**src/inc/ass_pkg.sv**
```systemverilog
// Shared constants and types for the acquisition sample sequencer.
package ass_pkg;
  // Default delay, in sample timebase ticks, from start to first sample.
  localparam int unsigned START_DELAY_DEF = 4;
  // Default counter widths.
  localparam int unsigned CNT_W_DEF = 16;
  localparam int unsigned CHAN_W_DEF = 5;
  // Trigger source selection.
  localparam logic TRIG_SRC_HW = 1'b0;
  localparam logic TRIG_SRC_SW = 1'b1;

  // Sequencer states.
  typedef enum logic [2:0] {
    ASS_IDLE,
    ASS_DELAY,
    ASS_PRE,
    ASS_POST
  } ass_state_e;

  // Acquisition setup held stable by the host while running.
  typedef struct packed {
    logic trig_sw;
    logic pre_en;
    logic int_timing;
    logic [15:0] pre_count;
    logic [15:0] post_count;
    logic [15:0] sample_div;
    logic [15:0] convert_div;
    logic [15:0] start_delay;
    logic [4:0] n_chan;
  } ass_cfg_s;
endpackage

```
**src/verilog/ass_sequencer.sv**
```systemverilog
// Acquisition sample sequencer: start trigger, sample and conversion pacing.
`timescale 1ns/1ps
`default_nettype none
module ass_sequencer #(
  parameter int unsigned CNT_W = ass_pkg::CNT_W_DEF,
  parameter int unsigned CHAN_W = ass_pkg::CHAN_W_DEF
) (
  // Clock and reset.
  input wire logic sys_clk_i,
  input wire logic sys_rst_i,
  // Control from host software.
  input wire ass_pkg::ass_cfg_s cfg_i,
  input wire logic arm_i,
  input wire logic sw_start_i,
  // External sources.
  input wire logic hw_trig_i,
  input wire logic ext_sample_i,
  // Outputs.
  output logic acq_start_trigger_o,
  output logic acq_sample_tick_o,
  output logic channel_conversion_tick_o,
  output logic [CHAN_W-1:0] chan_idx_o,
  output logic busy_o,
  output logic done_o,
  output logic overrun_o
);
  import ass_pkg::*;

  // The struct fixes field widths; wider settings cannot be carried.
  if (CNT_W != 16 || CHAN_W != 5) begin : g_bad_width
    $error("ass_sequencer: CNT_W must be 16 and CHAN_W 5");
  end

  ass_state_e state_ff;
  logic hw_trig_ff;
  logic [CNT_W-1:0] samp_cnt_ff;
  logic [CNT_W-1:0] div_ff;
  logic [CNT_W-1:0] cdiv_ff;
  logic [CHAN_W-1:0] conv_left_ff;
  logic sample_evt;
  logic start_evt;
  logic running;

  // Decrement clamped at zero, used by several counters.
  function automatic logic [CNT_W-1:0] dec_sat(input logic [CNT_W-1:0] v);
    dec_sat = (v == '0) ? v : v - 1'b1;
  endfunction

  assign running = (state_ff == ASS_PRE) || (state_ff == ASS_POST);
  // Hardware start is a rising edge; software start is a command strobe.
  assign start_evt = (state_ff == ASS_IDLE) && arm_i &&
    (cfg_i.trig_sw ? sw_start_i : (hw_trig_i && !hw_trig_ff));
  // Internal divider reaching zero, or an external tick, makes a sample.
  assign sample_evt = running && (cfg_i.int_timing ?
    (div_ff == '0) : ext_sample_i);

  // Edge detector history for the hardware trigger.
  always_ff @(posedge sys_clk_i or posedge sys_rst_i) begin
    if (sys_rst_i) begin
      hw_trig_ff <= 1'b0;
    end else begin
      hw_trig_ff <= hw_trig_i;
    end
  end

  // Main sequence: delay, pre-trigger count, post-trigger count.
  always_ff @(posedge sys_clk_i or posedge sys_rst_i) begin
    if (sys_rst_i) begin
      state_ff <= ASS_IDLE;
      samp_cnt_ff <= '0;
      div_ff <= '0;
      done_o <= 1'b0;
    end else begin
      done_o <= 1'b0;
      unique case (state_ff)
        ASS_IDLE: begin
          if (start_evt) begin
            // Start delay counted in the sample timebase (this clock).
            div_ff <= dec_sat(cfg_i.start_delay);
            samp_cnt_ff <= cfg_i.pre_en ? cfg_i.pre_count
                                        : cfg_i.post_count;
            state_ff <= cfg_i.int_timing ? ASS_DELAY :
              (cfg_i.pre_en ? ASS_PRE : ASS_POST);
          end
        end
        ASS_DELAY: begin
          div_ff <= dec_sat(div_ff);
          if (div_ff == '0) begin
            state_ff <= cfg_i.pre_en ? ASS_PRE : ASS_POST;
          end
        end
        ASS_PRE, ASS_POST: begin
          if (cfg_i.int_timing) begin
            div_ff <= (div_ff == '0) ? dec_sat(cfg_i.sample_div)
                                     : div_ff - 1'b1;
          end
          if (sample_evt) begin
            samp_cnt_ff <= dec_sat(samp_cnt_ff);
            if (samp_cnt_ff <= 16'h0001) begin
              if (state_ff == ASS_PRE) begin
                samp_cnt_ff <= cfg_i.post_count;
                state_ff <= ASS_POST;
              end else begin
                state_ff <= ASS_IDLE;
                done_o <= 1'b1;
              end
            end
          end
        end
        default: state_ff <= ASS_IDLE;
      endcase
    end
  end

  // Output strobes for start and sample, and the busy flag.
  always_ff @(posedge sys_clk_i or posedge sys_rst_i) begin
    if (sys_rst_i) begin
      acq_start_trigger_o <= 1'b0;
      acq_sample_tick_o <= 1'b0;
      busy_o <= 1'b0;
    end else begin
      acq_start_trigger_o <= start_evt && cfg_i.trig_sw;
      acq_sample_tick_o <= sample_evt;
      busy_o <= (state_ff != ASS_IDLE) || start_evt;
    end
  end

  // Conversion pacing: one tick per channel, then idle until next sample.
  always_ff @(posedge sys_clk_i or posedge sys_rst_i) begin
    if (sys_rst_i) begin
      conv_left_ff <= '0;
      cdiv_ff <= '0;
      chan_idx_o <= '0;
      channel_conversion_tick_o <= 1'b0;
    end else begin
      channel_conversion_tick_o <= 1'b0;
      if (sample_evt) begin
        conv_left_ff <= cfg_i.n_chan;
        cdiv_ff <= dec_sat(cfg_i.convert_div);
        chan_idx_o <= '0;
      end else if (conv_left_ff != '0) begin
        cdiv_ff <= dec_sat(cdiv_ff);
        if (cdiv_ff == '0) begin
          channel_conversion_tick_o <= 1'b1;
          conv_left_ff <= conv_left_ff - 1'b1;
          cdiv_ff <= dec_sat(cfg_i.convert_div);
          if (conv_left_ff != 5'h01) begin
            chan_idx_o <= chan_idx_o + 1'b1;
          end
        end
      end
    end
  end

  // Overrun is sticky until the next acquisition starts.
  always_ff @(posedge sys_clk_i or posedge sys_rst_i) begin
    if (sys_rst_i) begin
      overrun_o <= 1'b0;
    end else if (sample_evt && conv_left_ff != '0) begin
      overrun_o <= 1'b1;
    end else if (start_evt) begin
      overrun_o <= 1'b0;
    end
  end

  // A done pulse comes only out of post-trigger counting.
  a_done_from_post: assert property (@(posedge sys_clk_i)
    disable iff (sys_rst_i)
    $rose(done_o) |-> $past(state_ff) == ASS_POST)
    else $error("done without post phase");

  // No sample tick leaves the block while idle.
  a_idle_no_tick: assert property (@(posedge sys_clk_i)
    disable iff (sys_rst_i)
    (state_ff == ASS_IDLE && !done_o) |=> !acq_sample_tick_o)
    else $error("sample tick while idle");

  // Software start pulses the trigger line one cycle later.
  a_sw_start_pulse: assert property (@(posedge sys_clk_i)
    disable iff (sys_rst_i)
    (start_evt && cfg_i.trig_sw) |=> acq_start_trigger_o)
    else $error("software start not pulsed");

  // Hardware starts never pulse the start line.
  a_hw_no_pulse: assert property (@(posedge sys_clk_i)
    disable iff (sys_rst_i)
    acq_start_trigger_o |-> $past(cfg_i.trig_sw))
    else $error("start pulse on hardware trigger");

  // Overrun follows a sample tick with conversions still due.
  a_overrun_cause: assert property (@(posedge sys_clk_i)
    disable iff (sys_rst_i)
    (sample_evt && conv_left_ff != '0) |=> overrun_o)
    else $error("overrun missed");

  // A sample tick reloads the channel countdown.
  a_chan_reload: assert property (@(posedge sys_clk_i)
    disable iff (sys_rst_i)
    sample_evt |=> conv_left_ff == $past(cfg_i.n_chan))
    else $error("channel count not loaded");

  // Each sample tick with the count above one decrements the sample counter.
  a_cnt_dec: assert property (@(posedge sys_clk_i)
    disable iff (sys_rst_i)
    (sample_evt && samp_cnt_ff > 16'h0001) |=>
      samp_cnt_ff == $past(samp_cnt_ff) - 16'h0001)
    else $error("sample counter not decremented");

  // Default delay of four cycles before counting begins.
  a_start_delay: assert property (@(posedge sys_clk_i)
    disable iff (sys_rst_i)
    (start_evt && cfg_i.int_timing && cfg_i.start_delay == 16'h0004) |=>
      (state_ff == ASS_DELAY) [*4] ##1 running)
    else $error("start delay wrong");

  // Internal timing with the divider count at one ticks on the next cycle.
  a_sample_rate: assert property (@(posedge sys_clk_i)
    disable iff (sys_rst_i)
    (running && cfg_i.int_timing && !sample_evt && div_ff == 16'h0001)
      |=> sample_evt || !running)
    else $error("sample pacing wrong");

  // Conversion ticks only while conversions remain.
  a_conv_bounded: assert property (@(posedge sys_clk_i)
    disable iff (sys_rst_i)
    channel_conversion_tick_o |-> $past(conv_left_ff) != '0)
    else $error("extra conversion tick");
endmodule
`default_nettype wire

```
**config.mk**
```make
export PLATFORM = sky130hd
export DESIGN_NAME = ass_sequencer
export DESIGN_NICKNAME = d
export VERILOG_FILES = /design/src/inc/ass_pkg.sv /design/src/verilog/ass_sequencer.sv
export SDC_FILE = /design/constraint.sdc
export NUM_CORES = 1
export LEC_CHECK = 0
export BUFFER_PORTS_ARGS = -buffer_cell sky130_fd_sc_hd__buf_4
export CAP_MARGIN = 30
export CORE_MARGIN = 5
export CORE_UTILIZATION = 55
export DETAILED_ROUTE_END_ITERATION = 7
export PLACE_DENSITY = 0.77
export SETUP_SLACK_MARGIN = 0.3
export SYNTH_ARGS = -nofsm -noshare
export SYNTH_HDL_FRONTEND = slang
export SYNTH_SLANG_ARGS = --single-unit
```
**constraint.sdc**
```tcl
create_clock -name sys_clk_i -period 4.6 [get_ports sys_clk_i]
set_input_delay 0.92 -clock sys_clk_i [delete_from_list [all_inputs] [get_ports sys_clk_i]]
set_output_delay 0.92 -clock sys_clk_i [all_outputs]
set_load 0.005 [all_outputs]
```
# [Yosys cells after proc, flatten, opt, wreduce, memory -nomap -nowiden]
# Cells that the tools add are included.
[op_classes] bitwise=0 n_eq_ne=10 multipliers=0 muxes=44 addsub=8 n_lt_le_gt_ge=1 n_shift=0 div=0 reduce_logical=30
[ops] operator="$mux 16" n=16
[ops] operator="$logic_not 16->1" n=6
[ops] operator="$sub 16x1->16 const B" n=6
[ops] operator="$pmux 16 s3" n=1
[ops] operator="$mux 5" n=7
[ops] operator="$pmux 16 s2" n=1
[ops] operator="$le 16x1->1 const B" n=1
[ops] operator="$mux 3" n=5
[ops] operator="$mux 1" n=12
[ops] operator="$ne 2x2->1 const B" n=6
[ops] operator="$reduce_bool 2->1" n=5
[ops] operator="$pmux 3 s3" n=1
[ops] operator="$reduce_and 4->1" n=2
[ops] operator="$eq 3x2->1 const B" n=2
[ops] operator="$logic_and 1x1->1" n=6
[ops] operator="$reduce_and 3->1" n=2
[ops] operator="$reduce_bool 3->1" n=2
[ops] operator="$add 5x1->5 const B" n=1
[ops] operator="$ne 5x1->1 const B" n=1
[ops] operator="$reduce_bool 5->1" n=1
[ops] operator="$sub 5x1->5 const B" n=1
[ops] operator="$eq 3x1->1 const B" n=1
[ops] operator="$logic_not 3->1" n=1
[ops] operator="$logic_or 1x1->1" n=2
[ops] operator="other kinds (4)" n=4
[totals] mem_bits_ro=0 output_inout_bits=11 elab_cells=106 in_bits=94 memories=0 latch_bits=0 reg_bits=68 ram_bits=0

# [Logic depth before layout (Yosys ltp)]
# Gate-level depths: netlist of run 1.
[logic_depth] depth_word=6 ltp_mapped=11 ltp_nobuf=9

# [Worst setup path before layout of run 1]
# OpenSTA, ideal clock, no wires.
[synth_path] path_kind="input to register" startpoint="input port cfg_i[37] (netlist bit)" endpoint="register div_ff[12]" setup_slack_ns=1.744 cell_stages=7 arrival_time_ns=2.793 required_time_ns=4.536 cell_sequence="inv_1 -> ha_1 -> or4b_1 -> or4_1 -> or4_1 -> a31oi_1 -> a221o_2"
[synth_between] elab_chain_cells=5
[synth_rtl] element="start: declaration" line_no="ass_sequencer.sv:12" text="input wire ass_pkg::ass_cfg_s cfg_i,"
[synth_rtl] element="$sub 16x1->16 or $logic_not 16->1 (tied branches)" line_no="ass_sequencer.sv:46" text="dec_sat = (v == '0) ? v : v - 1'b1;"
[synth_rtl] element="$mux 16 (*)" line_no="ass_sequencer.sv:46"
[synth_rtl] element="$mux 16 (*)" line_no="ass_sequencer.sv:94" text="div_ff <= (div_ff == '0) ? dec_sat(cfg_i.sample_div)"
[synth_rtl] element="$mux 16 (*)" line_no="ass_sequencer.sv:93" text="if (cfg_i.int_timing) begin"
[synth_rtl] element="$pmux 16 s3 (*)" line_no="ass_sequencer.sv:75" text="unique case (state_ff)"
[synth_rtl] element="end signal: assignment" line_no="ass_sequencer.sv:79" text="div_ff <= dec_sat(cfg_i.start_delay);"
[synth_rtl] element="end signal: assignment" line_no="ass_sequencer.sv:87" text="div_ff <= dec_sat(div_ff);"
[synth_rtl] element="end signal: assignment" line_no="ass_sequencer.sv:94"
[synth_rtl] element="end: declaration" line_no="ass_sequencer.sv:37" text="logic [CNT_W-1:0] div_ff;"
# Every way passes the cells marked *; elsewhere a longest branch is shown, timed or not. The select of a mux whose other input is x is not followed.
# A chain may end at the register's enable or synchronous reset.

# [Final worst setup path of run 1]
[layout_path] startpoint="register state_ff[0]" endpoint="register cdiv_ff[5]"
[layout_between] elab_chain_cells=4
[layout_rtl] element="start: declaration" line_no="ass_sequencer.sv:34" text="ass_state_e state_ff;"
[layout_rtl] element="start signal: assignment" line_no="ass_sequencer.sv:82" text="state_ff <= cfg_i.int_timing ? ASS_DELAY :"
[layout_rtl] element="start signal: assignment" line_no="ass_sequencer.sv:89" text="state_ff <= cfg_i.pre_en ? ASS_PRE : ASS_POST;"
[layout_rtl] element="$eq 3x2->1" line_no="ass_sequencer.sv:49" text="assign running = (state_ff == ASS_PRE) || (state_ff == ASS_POST);"
[layout_rtl] element="$logic_or 1x1->1 (*)" line_no="ass_sequencer.sv:49"
[layout_rtl] element="$logic_and 1x1->1 (*)" line_no="ass_sequencer.sv:54" text="assign sample_evt = running && (cfg_i.int_timing ?"
[layout_rtl] element="$mux 16 or $reduce_bool 2->1 (tied branches)"
[layout_rtl] element="end signal: assignment" line_no="ass_sequencer.sv:139" text="cdiv_ff <= dec_sat(cfg_i.convert_div);"
[layout_rtl] element="end signal: assignment" line_no="ass_sequencer.sv:142" text="cdiv_ff <= dec_sat(cdiv_ff);"
[layout_rtl] element="end signal: assignment" line_no="ass_sequencer.sv:146" text="cdiv_ff <= dec_sat(cfg_i.convert_div);"
[layout_rtl] element="end: declaration" line_no="ass_sequencer.sv:38" text="logic [CNT_W-1:0] cdiv_ff;"
# Every way passes the cells marked *; elsewhere a longest branch is shown, timed or not.

==> results of run 1 <==
-- path summary, 6_finish.rpt --
check | startpoint | endpoint | slack (ns) | depth (start not counted)
min in group asynchronous | sys_rst_i | state_ff[0] | 0.56 | 2
hold reg to reg | samp_cnt_ff[1] | samp_cnt_ff[1] | 0.53 | 1
max in group asynchronous | sys_rst_i | samp_cnt_ff[10] | 3.19 | 4
setup / recovery | state_ff[0] | cdiv_ff[5] | 1.30 | 10
setup reg to reg | state_ff[0] | cdiv_ff[5] | 1.30 | 10
hold / removal | samp_cnt_ff[1] | samp_cnt_ff[1] | 0.53 | 1
-- state kept, by name, indices dropped and copies added (netlist names) --
name	count
cdiv_ff	16
div_ff	16
samp_cnt_ff	16
chan_idx_o	5
conv_left_ff	5
state_ff	2
acq_sample_tick_o	1
acq_start_trigger_o	1
busy_o	1
channel_conversion_tick_o	1
done_o	1
hw_trig_ff	1
overrun_o	1
-- Yosys cell counts, types with 9 or more instances --
cell type / n
a211oi_1: 11
a21oi_1: 45
buf_2: 11
clkbuf_1: 12
dfrtp_1: 67
ha_1: 19
inv_1: 29
mux2i_1: 13
nand2_1: 52
nand3_1: 19
nand4_1: 14
nor2_1: 68
nor3_1: 44
nor4_1: 23
o21ai_0: 36
o22ai_1: 13
o31ai_1: 9
or3_1: 19
xnor2_1: 24
xor2_1: 18
-- routing by layer --
layer  GRT usage  share of wire
met5           0              0
met4      0.0994          0.024
met3      0.0369          0.063
met2       0.418           0.45
met1       0.373           0.46
-- stage by stage --
stage / utilization / std cells
floorplan: - / 714
global placement: 0.646 / 933
detailed placement: 0.651 / 936
CTS: 0.672 / 952
global route: 0.672 / 952
finish: 0.672 / 952
-- layout by cell type (no fill, tap or decap), types with 8 or more instances in the layout --
cell type	synthesis	routed
and3_1	8	8
a211oi_1	11	11
nor4_1	23	23
xor2_1	18	18
o21ai_0	36	36
nor2_1	68	68
nand2_1	52	52
o22ai_1	13	13
or3_1	19	19
nand3_1	19	19
ha_1	19	19
o31ai_1	9	9
nor3_1	44	44
xnor2_1	24	24
nand4_1	14	14
or4_1	8	8
mux2i_1	13	13
a21oi_1	45	45
dfrtp_1	67	67
a21o_1	8	8
inv_1	29	28
clkbuf_8	0	9
buf_4	2	109
-- layout make-up --
class / count / share of cell area
Clock buffer: 9 / 0.0178
Clock inverter: 7 / 0.0146
Inverter: 30 / 0.0162
Multi-Input combinational cell: 592 / 0.562
Sequential cell: 67 / 0.242
Tap cell: 136 / 0.0245
Timing Repair Buffer: 111 / 0.123
-- logic make-up (layout without fill, tap and decap cells) --
family          count (synthesis)  in the layout
simple gates                  309            309
mux                            16             16
compound gates                206            206
buf+inv                        55            157
flops                          67             67
xor+xnor                       42             42
fa+ha+maj                      19             19
-- report_power, final --
part | internal [mW] | leakage [nW] | switching (mW)
clock | 0.310 | 0.111 | 0.256
sequential | 0.844 | 0.808 | 0.319
combinational | 0.881 | 1.93 | 1.21
total | 2.03 | 2.85 | 1.79
-- worst register-to-register path, stage by stage (launching register included) --
cell and delay (ns):
dfrtp_1 0.39, inv_1 0.09, ha_1 0.26, or2_2 0.46, and3_1 0.24, a31oi_1 0.13, buf_4 0.21, inv_2 0.17
nor2_1 0.58, nor2_1 0.29, a221o_1 0.37
==> impl_metrics.ini, run 1 <==
[clock_tree]
cts_tree = built
postCtsSetupRepairBufs = 0
cts.repair.resized = 0
cts_buffers = 9
cts_root_buf = clkbuf_8
cts.clk_slew.worst_paths_ns = 0.09
h-tree-depth = 3
cts_num_sinks = 67
clkLatencyLatePin_ns = 0.35
cts-root-to-sink-buffers = 2
cts_hold_buf = 0

[power_and_ir_drop]
total_leakage_power_nw = 2.85
max_ir_drop_vdd_mv = 0.258
pwr_density_cell_nw_per_um2 = 551
total_power_mw = 3.82

[logic_synthesis]
synthArstFlopShare = 1.00
syn-cell-area_um2 = 5810
ys_seq_area_frac = 0.289
synth.avg_cell_area_um2 = 8.13
synth_compound_gate_area_share = 0.248
synth_cells = 714
post-synth-top-area-cell = dfrtp_1
most_used_dff_post_synth = dfrtp_1
post_synth_xor_area_fraction = 0.0633
synth_top_cell_area_share = 0.289
synthesis.yosys.warnings = 0
number_of_synthesized_flops_with_an_enable_pin = 0
synth-seq-cells = 67
synth_top_family_by_area = simple AND/OR/NAND/NOR gates
synth_cell_type_count = 79
muxShareOfSynthArea = 0.0282
synth_fa_ha_area_frac = 0.0409
synthTopCellsByArea = dfrtp_1, nor2_1, ha_1
number_of_nets_in_the_synthesized_netlist = 827
synthSimpleGateAreaFrac = 0.292

[grt]
first_global_vias = 5761
first_pass_grt_wire_length_mm = 28.2
global_route_congestion_overflow_total = 0
grt_usage = 0.266
grt_antenna_before_repair = 0
largest_net_degree_at_the_start_of_global_routing = 32

[final_layout]
area.growth.synth_to_final_pct = 19.5
net_count_of_the_finished_layout = 924
final_cell_area_um2 = 6940
final.fill_count = 877
area_of_the_multi_input_gates_um2 = 3900
antennaDiodeCount = 0
drive_above_1_share = 0.192
seqCellArea_um2 = 1680

[sta]
setup_viol = 0
fin_crit_sh = 0.717
hold_violations = 0
worst-slew-pin-transition_ns = 0.895
fin_crit_ns = 3.30
rsz0062_at_grt = no
final-max-slew-violation-count = 0
timing.clock.skew_ns = 0.0113
slew-limit-headroom = 0.398
setup_slack_ns = 1.30
setup_tns_ns = 0
fmaxAchievable_ghz = 0.303
fin_worst_hold_slack_ns = 0.534

[worst_setup_path]
cp.required_ns = 4.85
critical_path_peak_fanout = 21
worstPathArrival_ns = 3.55
critical-path-top-cell-by-count = nor2_1
crit_buf_inv = 3
startpoint_type = register
timing.critical_path.to_type = register
worst_path_max_delay_cell = nor2_1
cp_slowest_stage_delay_ns = 0.57
critical-path-top-delay-family = simple AND/OR/NAND/NOR gates
crit_path_kind = reg -> reg
crit_path_cell_trace = inv_1, ha_1, or2_2, and3_1, a31oi_1, buf_4, inv_2, nor2_1, nor2_1, a221o_1

[floorplanning]
ios = 105
rows = 37
die_area_um2 = 12700
die-width_um = 113
starting_density_of_the_core = 0.563
fp.dieH_um = 113
fp.coreArea_um2 = 10300

[route]
drt.antenna.violating_nets = 0
viasPerCell = 6.43
initialDrtViolationCount = 563
wl_mm = 17.1
detailedRoute.firstPassIterationCount = 5
route.detailed.drc = 0
dr_wl_cell_um = 18.0
vias = 6119

[outcome]
status = complete, no violations

[placed_design]
place.port_buffers = 104
placement.setup.worst_slack_ns = 1.24
place.gp.congestion = 0.932
dp.final_hpwl_mm = 13.2
post_dp_cell_area_um2 = 6720

[job]
maxCapViolCount = 0

[worst_hold_path]
min_path_type = reg -> reg
Power figures use the tool's default switching activity.
==> run 2: changes to the inputs <==
--- a/config.mk
+++ b/config.mk
@@ -5,12 +5,13 @@
 export SDC_FILE = /design/constraint.sdc
 export NUM_CORES = 1
 export LEC_CHECK = 0
+export ABC_AREA = 1
 export BUFFER_PORTS_ARGS = -buffer_cell sky130_fd_sc_hd__buf_4
 export CAP_MARGIN = 30
 export CORE_MARGIN = 5
 export CORE_UTILIZATION = 55
 export DETAILED_ROUTE_END_ITERATION = 7
-export PLACE_DENSITY = 0.77
+export PLACE_DENSITY = 0.76
 export SETUP_SLACK_MARGIN = 0.3
 export SYNTH_ARGS = -nofsm -noshare
 export SYNTH_HDL_FRONTEND = slang
==> constraint.sdc (replaced) <==
create_clock -name sys_clk_i -period 3.1 [get_ports sys_clk_i]
set_input_delay 0.62 -clock sys_clk_i [delete_from_list [all_inputs] [get_ports sys_clk_i]]
set_output_delay 0.62 -clock sys_clk_i [all_outputs]
set_load 0.005 [all_outputs]
==> run 2 against run 1 <==
  * Maximum frequency rose by 34%
  * Setup slack got worse by 0.66 ns
  * Sequential share of layout area fell by 2.6 points
  * Die area rose by 13%
  * Via count rose by 18%
  * Count of clock-buffer cells in the layout rose by 1
  * Clock skew fell by 0.00096 ns
  * Critical endpoint is now div_ff[1]
==> impl_metrics.ini, run 2 <==
[route]
drt.antenna.violating_nets = 0
dr_wl_cell_um = 13.8
initialDrtViolationCount = 596
wl_met2_mm = 8.03
met3_wirelength_mm = 1.37
wl_mm = 18.4
vias = 7196
viasPerCell = 5.39
maxUsedRoutingLayer = met4
route.detailed.drc = 0
detailedRoute.firstPassIterationCount = 6
wl_met1_mm = 8.60

[logic_synthesis]
muxShareOfSynthArea = 0
synth_cells = 1088
synth_compound_gate_area_share = 0.115
yosys.cell_count.top_type = nand2_1
synth-seq-cells = 67
ys_seq_area_frac = 0.253
synth_top_cell_area_share = 0.253
synth_fa_ha_area_frac = 0.0359
synth.avg_cell_area_um2 = 6.08
syn-cell-area_um2 = 6620
synthTopCellsByArea = dfrtp_1, nand2_1, nor2_1
netlist_top_cells_count = nand2_1, nor2_1, inv_1
synth_top_family_by_area = simple AND/OR/NAND/NOR gates
post_synth_xor_area_fraction = 0.0807
number_of_synthesized_flops_with_an_enable_pin = 0
synthSimpleGateAreaFrac = 0.425
most_used_dff_post_synth = dfrtp_1
synthArstFlopShare = 1.00
number_of_nets_in_the_synthesized_netlist = 1201
post-synth-top-area-cell = dfrtp_1
synth_cell_type_count = 39
synthesis.yosys.warnings = 0

[sta]
fin_crit_ns = 2.46
hold_violations = 0
timing.clock.skew_ns = 0.0103
rsz0062_at_grt = no
setup_tns_ns = 0
fin_worst_hold_slack_ns = 0.390
fin_crit_sh = 0.794
setup_viol = 0
fmaxAchievable_ghz = 0.406
setup_slack_ns = 0.637
final-max-slew-violation-count = 0
worst-slew-pin-transition_ns = 0.686
slew-limit-headroom = 0.542

[worst_setup_path]
worstPathArrival_ns = 2.72
rrSetupSlack_ns = 0.64
setup.worst_path.start = state_ff[0]
critical_path_peak_fanout = 16
startpoint_type = register
timing.rr.end = div_ff[1]
critical-path-top-cell-by-count = inv_1
crit_path_cell_trace = inv_1, ha_1, inv_1, nand3_1, o21ai_2, nor2_1, nand2_2, or2_0, o21ai_0
crit_path_kind = reg -> reg
cp.required_ns = 3.36
rr_worst_depth = 9
cp_slowest_stage_delay_ns = 0.52
rr_startpoint = state_ff[0]
timing.critical_path.to_type = register
endpoint = div_ff[1]
worst_path_max_delay_cell = ha_1

[final_layout]
drive_above_1_share = 0.139
largest_registers = cdiv_ff (16), div_ff (16), samp_cnt_ff (16)
layout_common_cells = nand2_1, nor2_1, buf_4
final_cell_area_um2 = 7780
layout.cells.most_common = nand2_1
antennaDiodeCount = 0
net_count_of_the_finished_layout = 1296
finalNonFillerCells = 1335
area.growth.synth_to_final_pct = 17.6
layout.core_utilization = 0.653

[power_and_ir_drop]
power_frac_seq = 0.260
pwr-share-comb = 0.576
power_switching_share = 0.492
net_switching_mw = 3.14
pwr_density_cell_nw_per_um2 = 819
total_leakage_power_nw = 3.93
cellInternalPower_mw = 3.24
max_ir_drop_vdd_mv = 0.510
share_clk_of_total_power = 0.164
total_power_mw = 6.38

[clock_tree]
clkLatencyLatePin_ns = 0.34
cts_num_sinks = 67
cts_tree = built
cts-root-to-sink-buffers = 2
postCtsSetupRepairBufs = 0
h-tree-depth = 3
cts_buffers = 9
cts.repair.resized = 0
cts_hold_buf = 0
cts.clk_slew.worst_paths_ns = 0.06
cts_root_buf = clkbuf_16

[grt]
largest_net_degree_at_the_start_of_global_routing = 32
global_route_congestion_overflow_total = 0
grt_antenna_before_repair = 0
first_global_vias = 6510
first_pass_grt_wire_length_mm = 30.9
grt_usage = 0.259

[floorplanning]
starting_density_of_the_core = 0.556
fp.dieH_um = 120
die-width_um = 120
rows = 40
ios = 105
fp.coreArea_um2 = 11900
die_area_um2 = 14300

[placed_design]
post_dp_cell_area_um2 = 7480
dp_cells = 1319
placement.setup.worst_slack_ns = 0.624
place.gp.congestion = 0.994
dp.final_hpwl_mm = 14.1
place.port_buffers = 104

[outcome]
status = complete, no violations

[job]
maxCapViolCount = 0

[worst_hold_path]
min_path_type = in -> async
run 2: power by group through the flow:
stage	Combinational [mW]	Sequential (mW)	Clock, mW
after global placement	3.56	1.66	0
final	3.67	1.66	1.04
after floorplan	2.87	1.56	0
after detailed placement	3.62	1.66	0
after CTS	3.65	1.65	1.06
after global routing	4.18	1.73	1.10
run 2: layout make-up:
| type | instances | area (um^2) |
|---|---|---|
| fillers | 1154 | 4130 |
| well taps | 147 | 184 |
| multi-input cells | 880 | 4350 |
| inverters | 113 | 429 |
| clock inverters | 6 | 65.1 |
| flip-flops and latches | 67 | 1680 |
| clock buffers | 10 | 239 |
| repair buffers | 112 | 841 |
run 2: worst min-delay path by stage:
stage / endpoint / cells after the start
floorplan: cdiv_ff[0] / 2
global placement: cdiv_ff[0] / 2
detailed placement: cdiv_ff[0] / 2
CTS: hw_trig_ff / 1
global route: hw_trig_ff / 1
finish: conv_left_ff[3] / 2
run 2: critical path: cells and delay by family, from the launching register on:
family	cells	cell delay, ns
simple gates	4	0.81
buf+inv	2	0.43
fa+ha+maj	1	0.52
compound gates	2	0.22
flops	1	0.40
run 2: metal layers:
metal / GRT usage / vias to the layer above
met5: 0 / -
met4: 0.0744 / 0
met3: 0.0485 / 31
met2: 0.401 / 263
met1: 0.371 / 3219
li1: - / 3683
run 2: logic make-up (layout without fill, tap and decap cells):
| kind of cell | count (synthesis) | in the layout |
|---|---|---|
| AND/OR/NAND/NOR | 663 | 663 |
| buffers and inverters | 141 | 241 |
| AO/OA/AOI/OAI | 137 | 137 |
| flip-flops | 67 | 67 |
| XOR/XNOR | 61 | 61 |
| adder cells (fa/ha/maj) | 19 | 19 |
==> run 3: changes to the inputs <==
--- a/config.mk
+++ b/config.mk
@@ -9,7 +9,7 @@
 export BUFFER_PORTS_ARGS = -buffer_cell sky130_fd_sc_hd__buf_4
 export CAP_MARGIN = 30
 export CORE_MARGIN = 5
-export CORE_UTILIZATION = 55
+export CORE_UTILIZATION = 53
 export DETAILED_ROUTE_END_ITERATION = 7
 export PLACE_DENSITY = 0.76
 export SETUP_SLACK_MARGIN = 0.3
==> constraint.sdc (replaced) <==
create_clock -name sys_clk_i -period 2.1 [get_ports sys_clk_i]
set_input_delay 0.42 -clock sys_clk_i [delete_from_list [all_inputs] [get_ports sys_clk_i]]
set_output_delay 0.42 -clock sys_clk_i [all_outputs]
set_load 0.005 [all_outputs]
==> run 3 against run 2 <==
  * Count of clock-buffer cells in the layout unchanged
  * Maximum frequency increased by 26%
  * Cell count increased by 7.9%
  * Critical path depth unchanged
  * Clock power increased by 49%
  * Power increased by 92%
  * Largest cell class unchanged
  * Critical path type unchanged
  * Clock skew about the same
  * Routed wire length increased by 21%
  * First-iteration DRC count increased by 36%
  * Highest routed layer unchanged
  * Sequential cell count unchanged
==> impl_metrics.ini, run 3 (synthesis results as in run 2) <==
[outcome]
status = complete, no violations

[sta]
timing.clock.skew_ns = 0.0101
fmaxAchievable_ghz = 0.514
fin_crit_sh = 0.927
hold_violations = 0
worst-slew-pin-transition_ns = 0.605
final-max-slew-violation-count = 0
slew-limit-headroom = 0.596
setup_viol = 0
fin_crit_ns = 1.95
setup_tns_ns = 0
rsz0062_at_grt = yes

[route]
drt.antenna.violating_nets = 0
initialDrtViolationCount = 810
route.detailed.drc = 0
wl_met2_mm = 10.4
viasPerCell = 5.54
detailedRoute.firstPassIterationCount = 6
wl_met1_mm = 9.60
dr_wl_cell_um = 15.5
maxUsedRoutingLayer = met4
met3_wirelength_mm = 1.63
vias = 7974
wl_mm = 22.3

[grt]
grt_usage = 0.263
grt_antenna_before_repair = 0
first_global_vias = 6932
global_route_congestion_overflow_total = 0
first_pass_grt_wire_length_mm = 31.9
largest_net_degree_at_the_start_of_global_routing = 68

[worst_setup_path]
worst_path_max_delay_cell = dfrtp_1
cp.required_ns = 2.32
worstPathArrival_ns = 2.17
critical_path_peak_fanout = 6
startpoint_type = register
timing.critical_path.to_type = register
cp_slowest_stage_delay_ns = 0.44
crit_path_kind = reg -> reg
critical-path-top-cell-by-count = nor2_2
crit_path_cell_trace = nor2_2, nand2_1, nor2_2, nand2_4, o21ai_4, nand2_8, buf_8, o211ai_1, o21ai_1

[power_and_ir_drop]
total_leakage_power_nw = 4.45
max_ir_drop_vdd_mv = 0.608
net_switching_mw = 6.10
share_clk_of_total_power = 0.127
power_switching_share = 0.499
cellInternalPower_mw = 6.12
pwr-share-comb = 0.661
total_power_mw = 12.2
pwr_density_cell_nw_per_um2 = 1330
power_frac_seq = 0.213

[floorplanning]
fp.coreArea_um2 = 12100
die-width_um = 122
die_area_um2 = 14800
ios = 105
starting_density_of_the_core = 0.547
rows = 40
fp.dieH_um = 122

[placed_design]
place.gp.congestion = 1.01
place.port_buffers = 104
post_dp_cell_area_um2 = 7760
dp_cells = 1372
dp.final_hpwl_mm = 14.6

[worst_hold_path]
min_path_type = in -> async

[final_layout]
seqCellArea_um2 = 1690
final.fill_count = 933
net_count_of_the_finished_layout = 1380
largest_registers = cdiv_ff (16), div_ff (16), samp_cnt_ff (16)
layout.cells.most_common = nand2_1
finalNonFillerCells = 1440
antennaDiodeCount = 0
area_of_the_multi_input_gates_um2 = 4930
final_cell_area_um2 = 9210
area.growth.synth_to_final_pct = 39.1
layout_common_cells = nand2_1, buf_4, nor2_1
drive_above_1_share = 0.286

[clock_tree]
cts_hold_buf = 0
h-tree-depth = 3
cts-root-to-sink-buffers = 2
clkLatencyLatePin_ns = 0.35
cts_root_buf = clkbuf_16
cts_num_sinks = 67
cts_tree = built
cts_buffers = 9
cts.clk_slew.worst_paths_ns = 0.06

[job]
maxCapViolCount = 0
==> run 3: cell types whose count changed in the layout (fill, tap and decap cells not counted), sizes merged <==
cell / before / now
nand2: 313 / 316
clkinvlp: 1 / 3
buf: 112 / 188
clkbuf: 10 / 13
==> run 3: final timing paths <==
path	slack, ns	depth (start not counted)	to	start
max in group asynchronous	1.60	3	div_ff[5]	sys_rst_i
hold / removal	0.17	3	samp_cnt_ff[9]	sys_rst_i
hold reg to reg	0.52	2	cdiv_ff[0]	cdiv_ff[0]
min in group sys_clk_i	0.20	1	hw_trig_ff	hw_trig_i
setup reg to reg	0.15	9	conv_left_ff[1]	div_ff[10]
setup / recovery	0.15	9	conv_left_ff[1]	div_ff[10]
==> run 3: final cells by class <==
class                   count  area share
repair buffers            191       0.175
repair inverters            2     0.00244
clock inverters             6     0.00706
inverters                 113      0.0504
multi-input cells         883       0.535
flip-flops and latches     67       0.183
clock buffers              10      0.0249
well taps                 168      0.0228
==> run 3: worst max-delay path: cells and delay by family, from the launching register on <==
kind                   cells  cell delay, ns
buffers and inverters      1            0.18
DFF                        1            0.44
and+or+nand+nor            5            0.69
AOI/OAI and AO/OA          3            0.52
==> run 3: power groups by stage <==
stage | Sequential [mW] | Clock, mW | Combinational [mW]
final | 2.60 | 1.55 | 8.08
after global routing | 2.65 | 1.60 | 8.81
after CTS | 2.39 | 1.54 | 6.35
after detailed placement | 2.39 | 0 | 5.71
after global placement | 2.39 | 0 | 5.62
after floorplan | 2.30 | 0 | 4.23
==> run 3: repair_timing <==
action,in CTS,in global routing
hold endpoints to repair,0,0
buffers inserted,13,29
pin swaps,14,47
endpoints found under the setup margin,60,63
gates resized for setup,48,168
gates cloned,4,6
==> run 3: routing by layer <==
metal / global-route usage / vias up
li1: - / 3859
met1: 0.353 / 3664
met2: 0.423 / 376
met3: 0.0515 / 75
met4: 0.0910 / 0
met5: 0 / -
==> run 3: per-stage QoR <==
stage | setup slack, ns | utilization | hold slack (ns)
floorplan | 0.308 | - | 0.449
global placement | 0.132 | 0.641 | 0.468
detailed placement | 0.0616 | 0.641 | 0.477
CTS | 0.270 | 0.689 | 0.190
global route | 0.0773 | 0.761 | 0.196
finish | 0.153 | 0.761 | 0.172
